===== src/port_pkg.sv =====
// Constants and types for the shared analog/wake-up/general-purpose port.
// Assumes an 8-bit register port with byte offsets as listed here.
package port_pkg;

	// Port width
	localparam int unsigned PORT_WIDTH = 8;

	// Register byte offsets
	localparam logic [7:0] ADDR_OUTPUT_VALUE   = 8'h51;
	localparam logic [7:0] ADDR_INPUT_STATUS   = 8'h53;
	localparam logic [7:0] ADDR_DIRECTION      = 8'h55;
	localparam logic [7:0] ADDR_DRIVE_STRENGTH = 8'h57;
	localparam logic [7:0] ADDR_PULL_ENABLE    = 8'h59;
	localparam logic [7:0] ADDR_PULL_POLARITY  = 8'h5B;
	localparam logic [7:0] ADDR_IRQ_ENABLE     = 8'h5D;
	localparam logic [7:0] ADDR_IRQ_FLAGS      = 8'h5F;

	// Reset values
	localparam logic [7:0] RST_OUTPUT_VALUE   = 8'h00;
	localparam logic [7:0] RST_DIRECTION      = 8'h00;
	localparam logic [7:0] RST_DRIVE_STRENGTH = 8'h00;
	localparam logic [7:0] RST_PULL_ENABLE    = 8'h00;
	localparam logic [7:0] RST_PULL_POLARITY  = 8'h00;
	localparam logic [7:0] RST_IRQ_ENABLE     = 8'h00;
	localparam logic [7:0] RST_IRQ_FLAGS      = 8'h00;
	localparam logic [7:0] RST_READ_DATA      = 8'h00;

	// Value read back for a pin with its input buffer off
	localparam logic [7:0] READ_BUFFER_OFF = 8'hFF;

	// Value read for an unmapped offset
	localparam logic [7:0] READ_UNMAPPED = 8'h00;

	// Pin owner encoding, one-hot
	typedef enum logic [2:0] {
		OWN_CONVERTER = 3'b001,
		OWN_WAKEUP    = 3'b010,
		OWN_GPIO      = 3'b100
	} pin_owner_t;

endpackage


===== src/pin_sync.sv =====
// Two-flop synchroniser plus edge detector for one port pin.
// Assumes the pin may change at any time relative to CORE_CLK.
`timescale 1ns/1ps
module pin_sync
	import port_pkg::*;
(
	input  wire logic clk,       // System clock
	input  wire logic rst,       // Asynchronous reset, high
	input  wire logic pin,       // Raw pin level
	input  wire logic buf_en,    // Digital input buffer enable
	input  wire logic rise_sel,  // 1 rising edge, 0 falling edge
	output logic      level,     // Synchronised level
	output logic      edge_hit   // Active edge, one-cycle pulse
);

	// All state of this module
	typedef struct packed {
		logic meta;  // First stage, read only by the second
		logic sync;  // Second stage
		logic last;  // Previous synchronised level
	} sync_state_t;

	sync_state_t s_q;  // Registered state
	sync_state_t s_d;  // Next state

	// Next-state logic; the buffer gate lets no level in while off
	always_comb begin
		s_d      = s_q;
		s_d.meta = pin & buf_en;
		s_d.sync = s_q.meta;
		s_d.last = s_q.sync;
	end

	// State register
	always_ff @(posedge clk or posedge rst) begin
		if (rst) begin
			s_q <= '0;
		end else begin
			s_q <= s_d;
		end
	end

	assign level = s_q.sync;
	// Edge only with the buffer on, so a buffer turning off cannot fake one
	assign edge_hit = buf_en & (rise_sel ? (s_q.sync & ~s_q.last) : (~s_q.sync & s_q.last));

endmodule


===== src/analog_shared_port_with_wakeup.sv =====
// Eight-pin port shared by the converter, the wake-up unit and plain I/O.
// Assumes a simple strobe register port and pins synchronous-safe via pin_sync.
// Function
// - Converter owns pin, then wake-up, then I/O.
// - Digital input needs buffer enable; outputs unaffected.
// - Reset: analog input, buffer off, registers zero; code only zeroes registers, buffer and ANALOG_SEL follow inputs.
// - Output value reaches pin only when output.
// - Output pins read back stored value.
// - Input pins read 1 or pin level.
// - Input status read-only; 1 or pin level.
// - Direction bit 0 input, 1 output.
// - Reduced drive 1 third strength, outputs only.
// - Pull enable acts only on inputs.
// - Polarity 1 pull-down rising, 0 pull-up falling.
// - Polarity effective only while pin is input.
// - Interrupt enable masks or passes flag.
// - Active edge of chosen polarity sets flag.
// - Write one clears flag, zero keeps.
// - Request raised when flag and enable set.
// - No edge detected with buffer disabled.
//
// Decided for this implementation: strobed register access and the address map.
`timescale 1ns/1ps
module analog_shared_port_with_wakeup
	import port_pkg::*;
(
	input  wire logic       CORE_CLK,       // System clock, 40 MHz
	input  wire logic       RESET,          // Asynchronous reset, high
	input  wire logic [7:0] ADDR,           // Register byte offset
	input  wire logic [7:0] WDATA,          // Write data
	input  wire logic       WR,             // Write strobe
	input  wire logic       RD,             // Read strobe
	output logic      [7:0] RDATA,          // Read data, cycle after RD
	input  wire logic [7:0] PIN_IN,         // Pin levels
	output logic      [7:0] PIN_OUT,        // Driven pin levels
	output logic      [7:0] PIN_OE,         // Pin output enables
	output logic      [7:0] PIN_WEAK,       // Reduced drive select
	output logic      [7:0] PIN_PULL_EN,    // Pull device on
	output logic      [7:0] PIN_PULL_DOWN,  // Pull is down when 1, up when 0
	input  wire logic [7:0] DIG_BUF_EN,     // Digital input buffer enables
	input  wire logic [7:0] CONV_OWN,       // Converter claims pin
	output logic      [7:0] ANALOG_SEL,     // Pin routed to converter input
	output logic      [7:0] WAKEUP_PIN_IN,  // Wake-up unit pin input levels
	output logic            IRQ             // Combined interrupt request
);

	// All state of the port
	typedef struct packed {
		logic [7:0] out_val;  // Stored output values
		logic [7:0] dir;      // Direction, 1 output
		logic [7:0] drive;    // Reduced drive bits
		logic [7:0] pull_en;  // Pull enables
		logic [7:0] pol;      // Pull and edge polarity
		logic [7:0] irq_en;   // Interrupt enables
		logic [7:0] flags;    // Sticky edge flags
		logic [7:0] rdata;    // Read data register
		logic       irq;      // Registered request
	} port_state_t;

	port_state_t s_q;  // Registered state
	port_state_t s_d;  // Next state

	logic [7:0]  level;      // Synchronised pin levels
	logic [7:0]  edge_hit;   // Active-edge pulses
	logic [7:0]  rise_sel;   // Edge polarity per pin
	logic [7:0]  in_status;  // Input status view
	logic [7:0]  port_view;  // Port value view
	logic [7:0]  clr_mask;   // Flags cleared by this write
	logic [7:0]  is_output;  // Pins driven as outputs by plain I/O
	pin_owner_t  owner [8];  // Owner per pin

	// Per-pin synchroniser, owner decode and pad controls
	genvar i;
	generate
		for (i = 0; i < PORT_WIDTH; i++) begin : g_pin
			assign rise_sel[i] = s_q.pol[i] & ~s_q.dir[i];

			pin_sync u_sync (
				.clk      (CORE_CLK),
				.rst      (RESET),
				.pin      (PIN_IN[i]),
				.buf_en   (DIG_BUF_EN[i]),
				.rise_sel (rise_sel[i]),
				.level    (level[i]),
				.edge_hit (edge_hit[i])
			);

			always_comb begin
				if (CONV_OWN[i]) begin
					owner[i] = OWN_CONVERTER;
				end else if (s_q.irq_en[i] && !s_q.dir[i]) begin
					owner[i] = OWN_WAKEUP;
				end else begin
					owner[i] = OWN_GPIO;
				end
			end

			assign is_output[i] = s_q.dir[i] & (owner[i] == OWN_GPIO);

			// value reaches pin only as output
			assign PIN_OUT[i] = is_output[i] & s_q.out_val[i];
			assign PIN_OE[i]  = is_output[i];

			assign PIN_WEAK[i] = is_output[i] & s_q.drive[i];

			assign PIN_PULL_EN[i] = ~s_q.dir[i] & s_q.pull_en[i] & (owner[i] != OWN_CONVERTER);

			assign PIN_PULL_DOWN[i] = ~s_q.dir[i] & s_q.pol[i];

			assign ANALOG_SEL[i] = (owner[i] == OWN_CONVERTER);

			// status is 1 with buffer off
			assign in_status[i] = DIG_BUF_EN[i] ? level[i] : 1'b1;

			assign port_view[i] = s_q.dir[i] ? s_q.out_val[i] : in_status[i];
		end
	endgenerate

	// Wake-up unit sees the same buffered levels
	assign WAKEUP_PIN_IN = in_status;

	assign clr_mask = (WR && ADDR == ADDR_IRQ_FLAGS) ? WDATA : 8'h00;

	// Next-state logic: register writes, flags, read capture
	always_comb begin
		s_d = s_q;
		// Register writes; input status and unmapped offsets ignore writes
		if (WR) begin
			case (ADDR)
				ADDR_OUTPUT_VALUE:   s_d.out_val = WDATA;
				ADDR_DIRECTION:      s_d.dir     = WDATA;
				ADDR_DRIVE_STRENGTH: s_d.drive   = WDATA;
				ADDR_PULL_ENABLE:    s_d.pull_en = WDATA;
				ADDR_PULL_POLARITY:  s_d.pol     = WDATA;
				ADDR_IRQ_ENABLE:     s_d.irq_en  = WDATA;
				default:             s_d.dir     = s_q.dir;
			endcase
		end
		// edge sets flag, set wins over clear
		s_d.flags = (s_q.flags & ~clr_mask) | edge_hit;
		s_d.irq = |(s_d.flags & s_d.irq_en);
		// Read data stands only in the cycle after the strobe
		if (RD) begin
			case (ADDR)
				ADDR_OUTPUT_VALUE:   s_d.rdata = port_view;
				ADDR_INPUT_STATUS:   s_d.rdata = in_status;
				ADDR_DIRECTION:      s_d.rdata = s_q.dir;
				ADDR_DRIVE_STRENGTH: s_d.rdata = s_q.drive;
				ADDR_PULL_ENABLE:    s_d.rdata = s_q.pull_en;
				ADDR_PULL_POLARITY:  s_d.rdata = s_q.pol;
				ADDR_IRQ_ENABLE:     s_d.rdata = s_q.irq_en;
				ADDR_IRQ_FLAGS:      s_d.rdata = s_q.flags;
				default:             s_d.rdata = READ_UNMAPPED;
			endcase
		end else begin
			s_d.rdata = RST_READ_DATA;
		end
	end

	// State register
	// reset clears everything
	always_ff @(posedge CORE_CLK or posedge RESET) begin
		if (RESET) begin
			s_q.out_val <= RST_OUTPUT_VALUE;
			s_q.dir     <= RST_DIRECTION;
			s_q.drive   <= RST_DRIVE_STRENGTH;
			s_q.pull_en <= RST_PULL_ENABLE;
			s_q.pol     <= RST_PULL_POLARITY;
			s_q.irq_en  <= RST_IRQ_ENABLE;
			s_q.flags   <= RST_IRQ_FLAGS;
			s_q.rdata   <= RST_READ_DATA;
			s_q.irq     <= 1'b0;
		end else begin
			s_q <= s_d;
		end
	end

	assign RDATA = s_q.rdata;
	assign IRQ   = s_q.irq;

endmodule


===== config.mk =====
export PLATFORM = sky130hd
export DESIGN_NAME = analog_shared_port_with_wakeup
export DESIGN_NICKNAME = d
export VERILOG_FILES = /design/src/port_pkg.sv /design/src/pin_sync.sv /design/src/analog_shared_port_with_wakeup.sv
export SDC_FILE = /design/constraint.sdc
export NUM_CORES = 1
export LEC_CHECK = 0
export BUFFER_PORTS_ARGS = -buffer_cell sky130_fd_sc_hd__buf_4
export CAP_MARGIN = 20
export CORE_ASPECT_RATIO = 1.5
export CORE_MARGIN = 1.5
export CORE_UTILIZATION = 35
export DETAILED_ROUTE_END_ITERATION = 16
export PLACE_DENSITY_LB_ADDON = 0.15
export SYNTH_ARGS = -nofsm -noshare
export SYNTH_HDL_FRONTEND = slang
export SYNTH_SLANG_ARGS = --single-unit

===== constraint.sdc =====
create_clock -name CORE_CLK -period 4.4 [get_ports CORE_CLK]
set_clock_uncertainty 0.2 [all_clocks]
set_input_delay 0.88 -clock CORE_CLK [delete_from_list [all_inputs] [get_ports CORE_CLK]]
set_output_delay 0.88 -clock CORE_CLK [all_outputs]
set_load 0.01 [all_outputs]

# Yosys cells after proc, flatten, opt, wreduce, memory -nomap -nowiden

Index checks and enable logic that the tools add are counted.

Equal/unequal tests: 32
Multiplexer cells: 45
Bitwise logic cells: 108
Reductions and logical operators: 23

Operators by type and width:

| kind                 | count |
|---|---|
| $and A1 B1 Y1        | 80 |
| $eq A8 B7 Y1 const B | 8 |
| $pmux W8 S8          | 1 |
| $mux W3              | 16 |
| $mux W8              | 4 |
| $eq A3 B1 Y1 const B | 8 |
| $eq A3 B3 Y1 const B | 8 |
| $mux W1              | 24 |
| $ne A3 B1 Y1 const B | 8 |
| $not A1 Y1           | 24 |
| $and A8 B8 Y8        | 2 |
| $reduce_and A2 Y1    | 5 |
| $logic_and A1 B1 Y1  | 9 |
| $logic_not A1 Y1     | 8 |
| $not A8 Y8           | 1 |
| $or A8 B8 Y8         | 1 |
| $reduce_or A8 Y1     | 1 |

Flip-flop bits (word level): 89
Input bits: 44
Output and inout port bits: 65
Word-level logic and storage cells: 241

# Depth between registers and ports, before layout

Depth after elaboration: 8
Depth in mapped cells: 7
Depth with buffers taken out: 5

# Cells and area by module

From an unflattened synthesis, not the netlist that was laid out.

Cells, all modules: 382
Area, all modules: 4451.8 µm²

Modules (own cells, without submodules):

| module                         | instances | cells each | area an instance (µm²) | sequential area each (µm²) |
|---|---|---|---|---|
| analog_shared_port_with_wakeup | 1         | 318        | 3560.9                 | 1626.6 |
| pin_sync                       | 8         | 8          | 111.4                  | 75.1 |

# Worst setup path before layout

OpenSTA, ideal clock, no wires.

Path type: input to register
Start: input ADDR[5]
End: register s_q (netlist bit IRQ)
Setup time: 0.135 ns
Arrival time: 2.162 ns
Path slack: 1.903 ns
Stages on the path: 6
Cell sequence: nand3b_4 -> buf_2 -> nor3_4 -> mux2_2 -> a22oi_1 -> nand4_1

RTL lines:

| element         | RTL line                             | text |
|---|---|---|
| start, declared | analog_shared_port_with_wakeup.sv:29 | `input wire logic [7:0] ADDR,` |
| end, declared   | analog_shared_port_with_wakeup.sv:60 | `port_state_t s_q;` |

==> summary.txt <==
Floorplan
  • Std-Cell Core Area: 12,570 um^2
  • Die Width: 95.99 um
  • Initial Util: 0.3610
  • Number of core rows: 50
  • Vert. Die Dim: 142.5 um
  • Number of ports placed on the die boundary: 109
  • DIE AREA: 13,680 um^2

Synthesis
  • EDFF count, synth: 0
  • Post-synthesis instance area: 4539 um^2
  • Largest family of logic cells by synthesized area: simple AND/OR/NAND/NOR gates
  • Area fraction in and, or, nand and nor cells after synthesis: 0.2081
  • Compound-cell area share of the yosys netlist: 0.07966
  • Portion of the post-synthesis area used by sequential elements: 0.4906
  • Most used standard cells in the synthesized netlist: 89 x sky130_fd_sc_hd__dfrtp_1, 25 x sky130_fd_sc_hd__nand2b_1, 24 x sky130_fd_sc_hd__and2_1, 24 x sky130_fd_sc_hd__mux2_1, 24 x sky130_fd_sc_hd__nor2b_1
  • Syn_nets: 426
  • Mean area per synthesized cell: 11.88 um^2
  • Synthesized-area fraction occupied by xor and xnor cells: 0
  • Largest area contributor in the synthesized netlist: sky130_fd_sc_hd__dfrtp_1
  • Synthesized flop and latch total: 89
  • Multiplexer fraction of the synthesized cell area: 0.1709
  • Fraction of the mapped netlist area in adder cells: 0
  • Ys flop type: sky130_fd_sc_hd__dfrtp_1
  • Total of warnings raised by yosys: 0
  • Area fraction of the dominant cell type after synthesis: 0.4906
  • Async set-or-reset flop fraction in the synthesized netlist: 1.000
  • Main area contributors after synthesis: sky130_fd_sc_hd__dfrtp_1 49%, sky130_fd_sc_hd__mux2_1 6.0%, sky130_fd_sc_hd__mux2_2 5.5%
  • Mapped Cells: 382
  • Yosys cell types: 50
  • Most common cell in the synthesized netlist: sky130_fd_sc_hd__dfrtp_1

Critical path
  • Critical path origin: ADDR[2]
  • CP Data Arrival Time: 2770 ps
  • Register-to-register setup slack: 2580 ps
  • Reg-to-Reg Start: s_q[50]
  • Crit path to: IRQ
  • Critical Path End Type: flip-flop
  • End of the worst register-to-register path: IRQ
  • Worst endpoint required time: 4410 ps
  • Critical Setup Path Class: input pin to flip-flop
  • Reg2Reg Depth: 5
  • Setup crit start kind: input pin
  • Worst Path Max Fanout: 32

GRT
  • Aggregate global routing overflow: 0
  • Overall Global Routing Usage: 0.1905
  • Antenna violations before repair: 0
  • Vias in the first global route: 3,407
  • Largest net degree at the start of global routing: 35
  • Wire length of the first global-routing pass: 19,060 um

Detailed routing
  • Via Count: 3,247
  • Number of violations reported at the end of detailed-routing iteration 0: 163
  • Post-DR wirelength/cell: 19.16 um
  • Residual DRC: 0
  • Number of vias per cell after detailed routing: 5.170
  • Length of the first detailed-routing pass in iterations: 4
  • Total detailed-routing wirelength: 12,030 um
  • Final ANT Viol Nets: 0

Run
  • Maximum Capacitance Violations: 0

Timing
  • Least setup slack across all paths after layout: 1639 ps
  • Worst Max-Slew Pin Slew: 657.7 ps
  • Number of pins exceeding their max-slew limit in the final report: 0
  • Maximum achievable frequency: 362.2 MHz
  • Final hold violations: 0
  • Final worst-path cycle share: 0.6276
  • Count of final setup violators: 0
  • Clock period minus worst slack: 2761 ps
  • Worst max-slew margin expressed relative to the limit: 0.5616
  • Setup repair after global routing missed its margin: false
  • Fin Setup TNS: 0 ps

Outcome
  • Status: completed

Placed design
  • Global placement routability congestion: 0.8295
  • Pre-CTS WS: 1267 ps
  • Half-perimeter wire length after detailed placement: 8641 um
  • Count of buffers inserted at the top-level ports: 108

Clock network
  • Number of instances resized during post-cts repair: 0
  • Number of buffers inserted during clock tree synthesis: 9
  • Clock tree root driver cell: sky130_fd_sc_hd__clkbuf_16
  • # Post-CTS Setup Buffers: 0
  • Clock tree from TritonCTS: done
  • Clock insertion delay at the later pin of the skew report: 340 ps
  • Hold Buf Count CTS: 0
  • H-tree Lvls: 3
  • Maximum number of buffers from clock root to sink: 2
  • Clock edge transition at the registers on the reported setup and hold paths: 60 ps
  • CTS sink cnt: 89

Cells and area
  • Ratio of cells with drive above 1 in the final layout: 0.3602
  • Area delta synth->final: 24.75%
  • Ant diodes: 0
  • Utilization of the core after routing: 0.4503
  • Count of nets after finishing: 511

Power
  • Total power per unit cell area: 339.9 nW/um^2
  • Static Leakage: 2.751 nW
  • Peak VDD IR: 0.0001848 V

Worst hold path
  • Hold WC Path Type: flip-flop to flip-flop
through the flow:
stage	hold slack (ps)	instance area, um^2	cells	total power, mW
after floorplan	131.2	4539	382	1.016
after global placement	133.3	5343	612	1.113
after detailed placement	136.4	5343	612	1.117
after CTS	150.1	5663	628	1.949
after global routing	155.1	5663	628	2.000
final	147.7	5663	628	1.925
cells in the final DEF, fill, tap and decap left out, drive strengths merged, types with 5 or more instances in the layout:
cell type    n
a22o        11
and2        25
a22oi        6
nand3        8
nor2b       24
buf        110
nand2       12
o21ai       11
a21oi        8
nand2b      26
or3          8
nand4bb      8
dfrtp       89
mux2i        7
mux2        54
nor3b        8
a31oi        5
clkbuf      10
kinds of logic (layout without fill, tap and decap cells):
group / after synthesis / in the layout
simple gates: 137 / 137
flops: 89 / 89
mux: 64 / 64
compound gates: 53 / 53
buf+inv: 39 / 129
report_power, final:
part / internal, mW / switching (mW) / leakage (nW)
combinational: 0.106 / 0.107 / 1.44
sequential: 0.855 / 0.0305 / 1.17
clock: 0.500 / 0.327 / 0.145
total: 1.46 / 0.464 / 2.75
critical path, cell delays in order:
cell,delay (ps)
sky130_fd_sc_hd__buf_4,320
sky130_fd_sc_hd__nand4b_1,200
sky130_fd_sc_hd__nor3_4,450
sky130_fd_sc_hd__mux2_2,410
sky130_fd_sc_hd__a22oi_1,340
sky130_fd_sc_hd__nand4_1,140
routing by layer:
| metal | up-vias | global-route usage | part of all wire | wire length, um |
|---|---|---|---|---|
| met5 | - | 0 | 0 | 0 |
| met4 | 0 | 0.07430 | 0.022 | 267 |
| li1 | 1521 | - | - | - |
| met2 | 81 | 0.3139 | 0.50 | 6042 |
| met1 | 1632 | 0.2467 | 0.43 | 5223 |
| met3 | 13 | 0.03045 | 0.041 | 496 |
final cells by class:
cell class | count | area [um^2]
clock buffer | 10 | 229.0
sequential | 89 | 2227
tap | 156 | 195.2
clock inverter | 6 | 91.34
multi-input combinational | 254 | 2082
inverter | 3 | 12.51
timing repair buffer | 110 | 825.8
fill | 1202 | 6912
worst min-delay path by stage:
stage / start / to / slack [ps] / depth (start not counted)
detailed placement: g_pin[1].u_sync.s_d[1] / g_pin[1].u_sync.level / 140 / 0
global route: g_pin[4].u_sync.s_d[1] / g_pin[4].u_sync.level / 160 / 0
finish: g_pin[1].u_sync.s_d[1] / g_pin[1].u_sync.level / 150 / 0
CTS: g_pin[1].u_sync.s_d[1] / g_pin[1].u_sync.level / 150 / 0
floorplan: g_pin[0].u_sync.s_d[1] / g_pin[0].u_sync.level / 130 / 0
global placement: g_pin[6].u_sync.s_d[1] / g_pin[6].u_sync.level / 130 / 0
registers in the layout, indices dropped and copies added, names as in the netlist:
signal	count
g_pin.u_sync.s_q	8
s_q	56
g_pin.u_sync.level	8
IRQ	1
g_pin.u_sync.s_d	8
RDATA	8
Note: power is estimated with default switching activity, not from simulation.
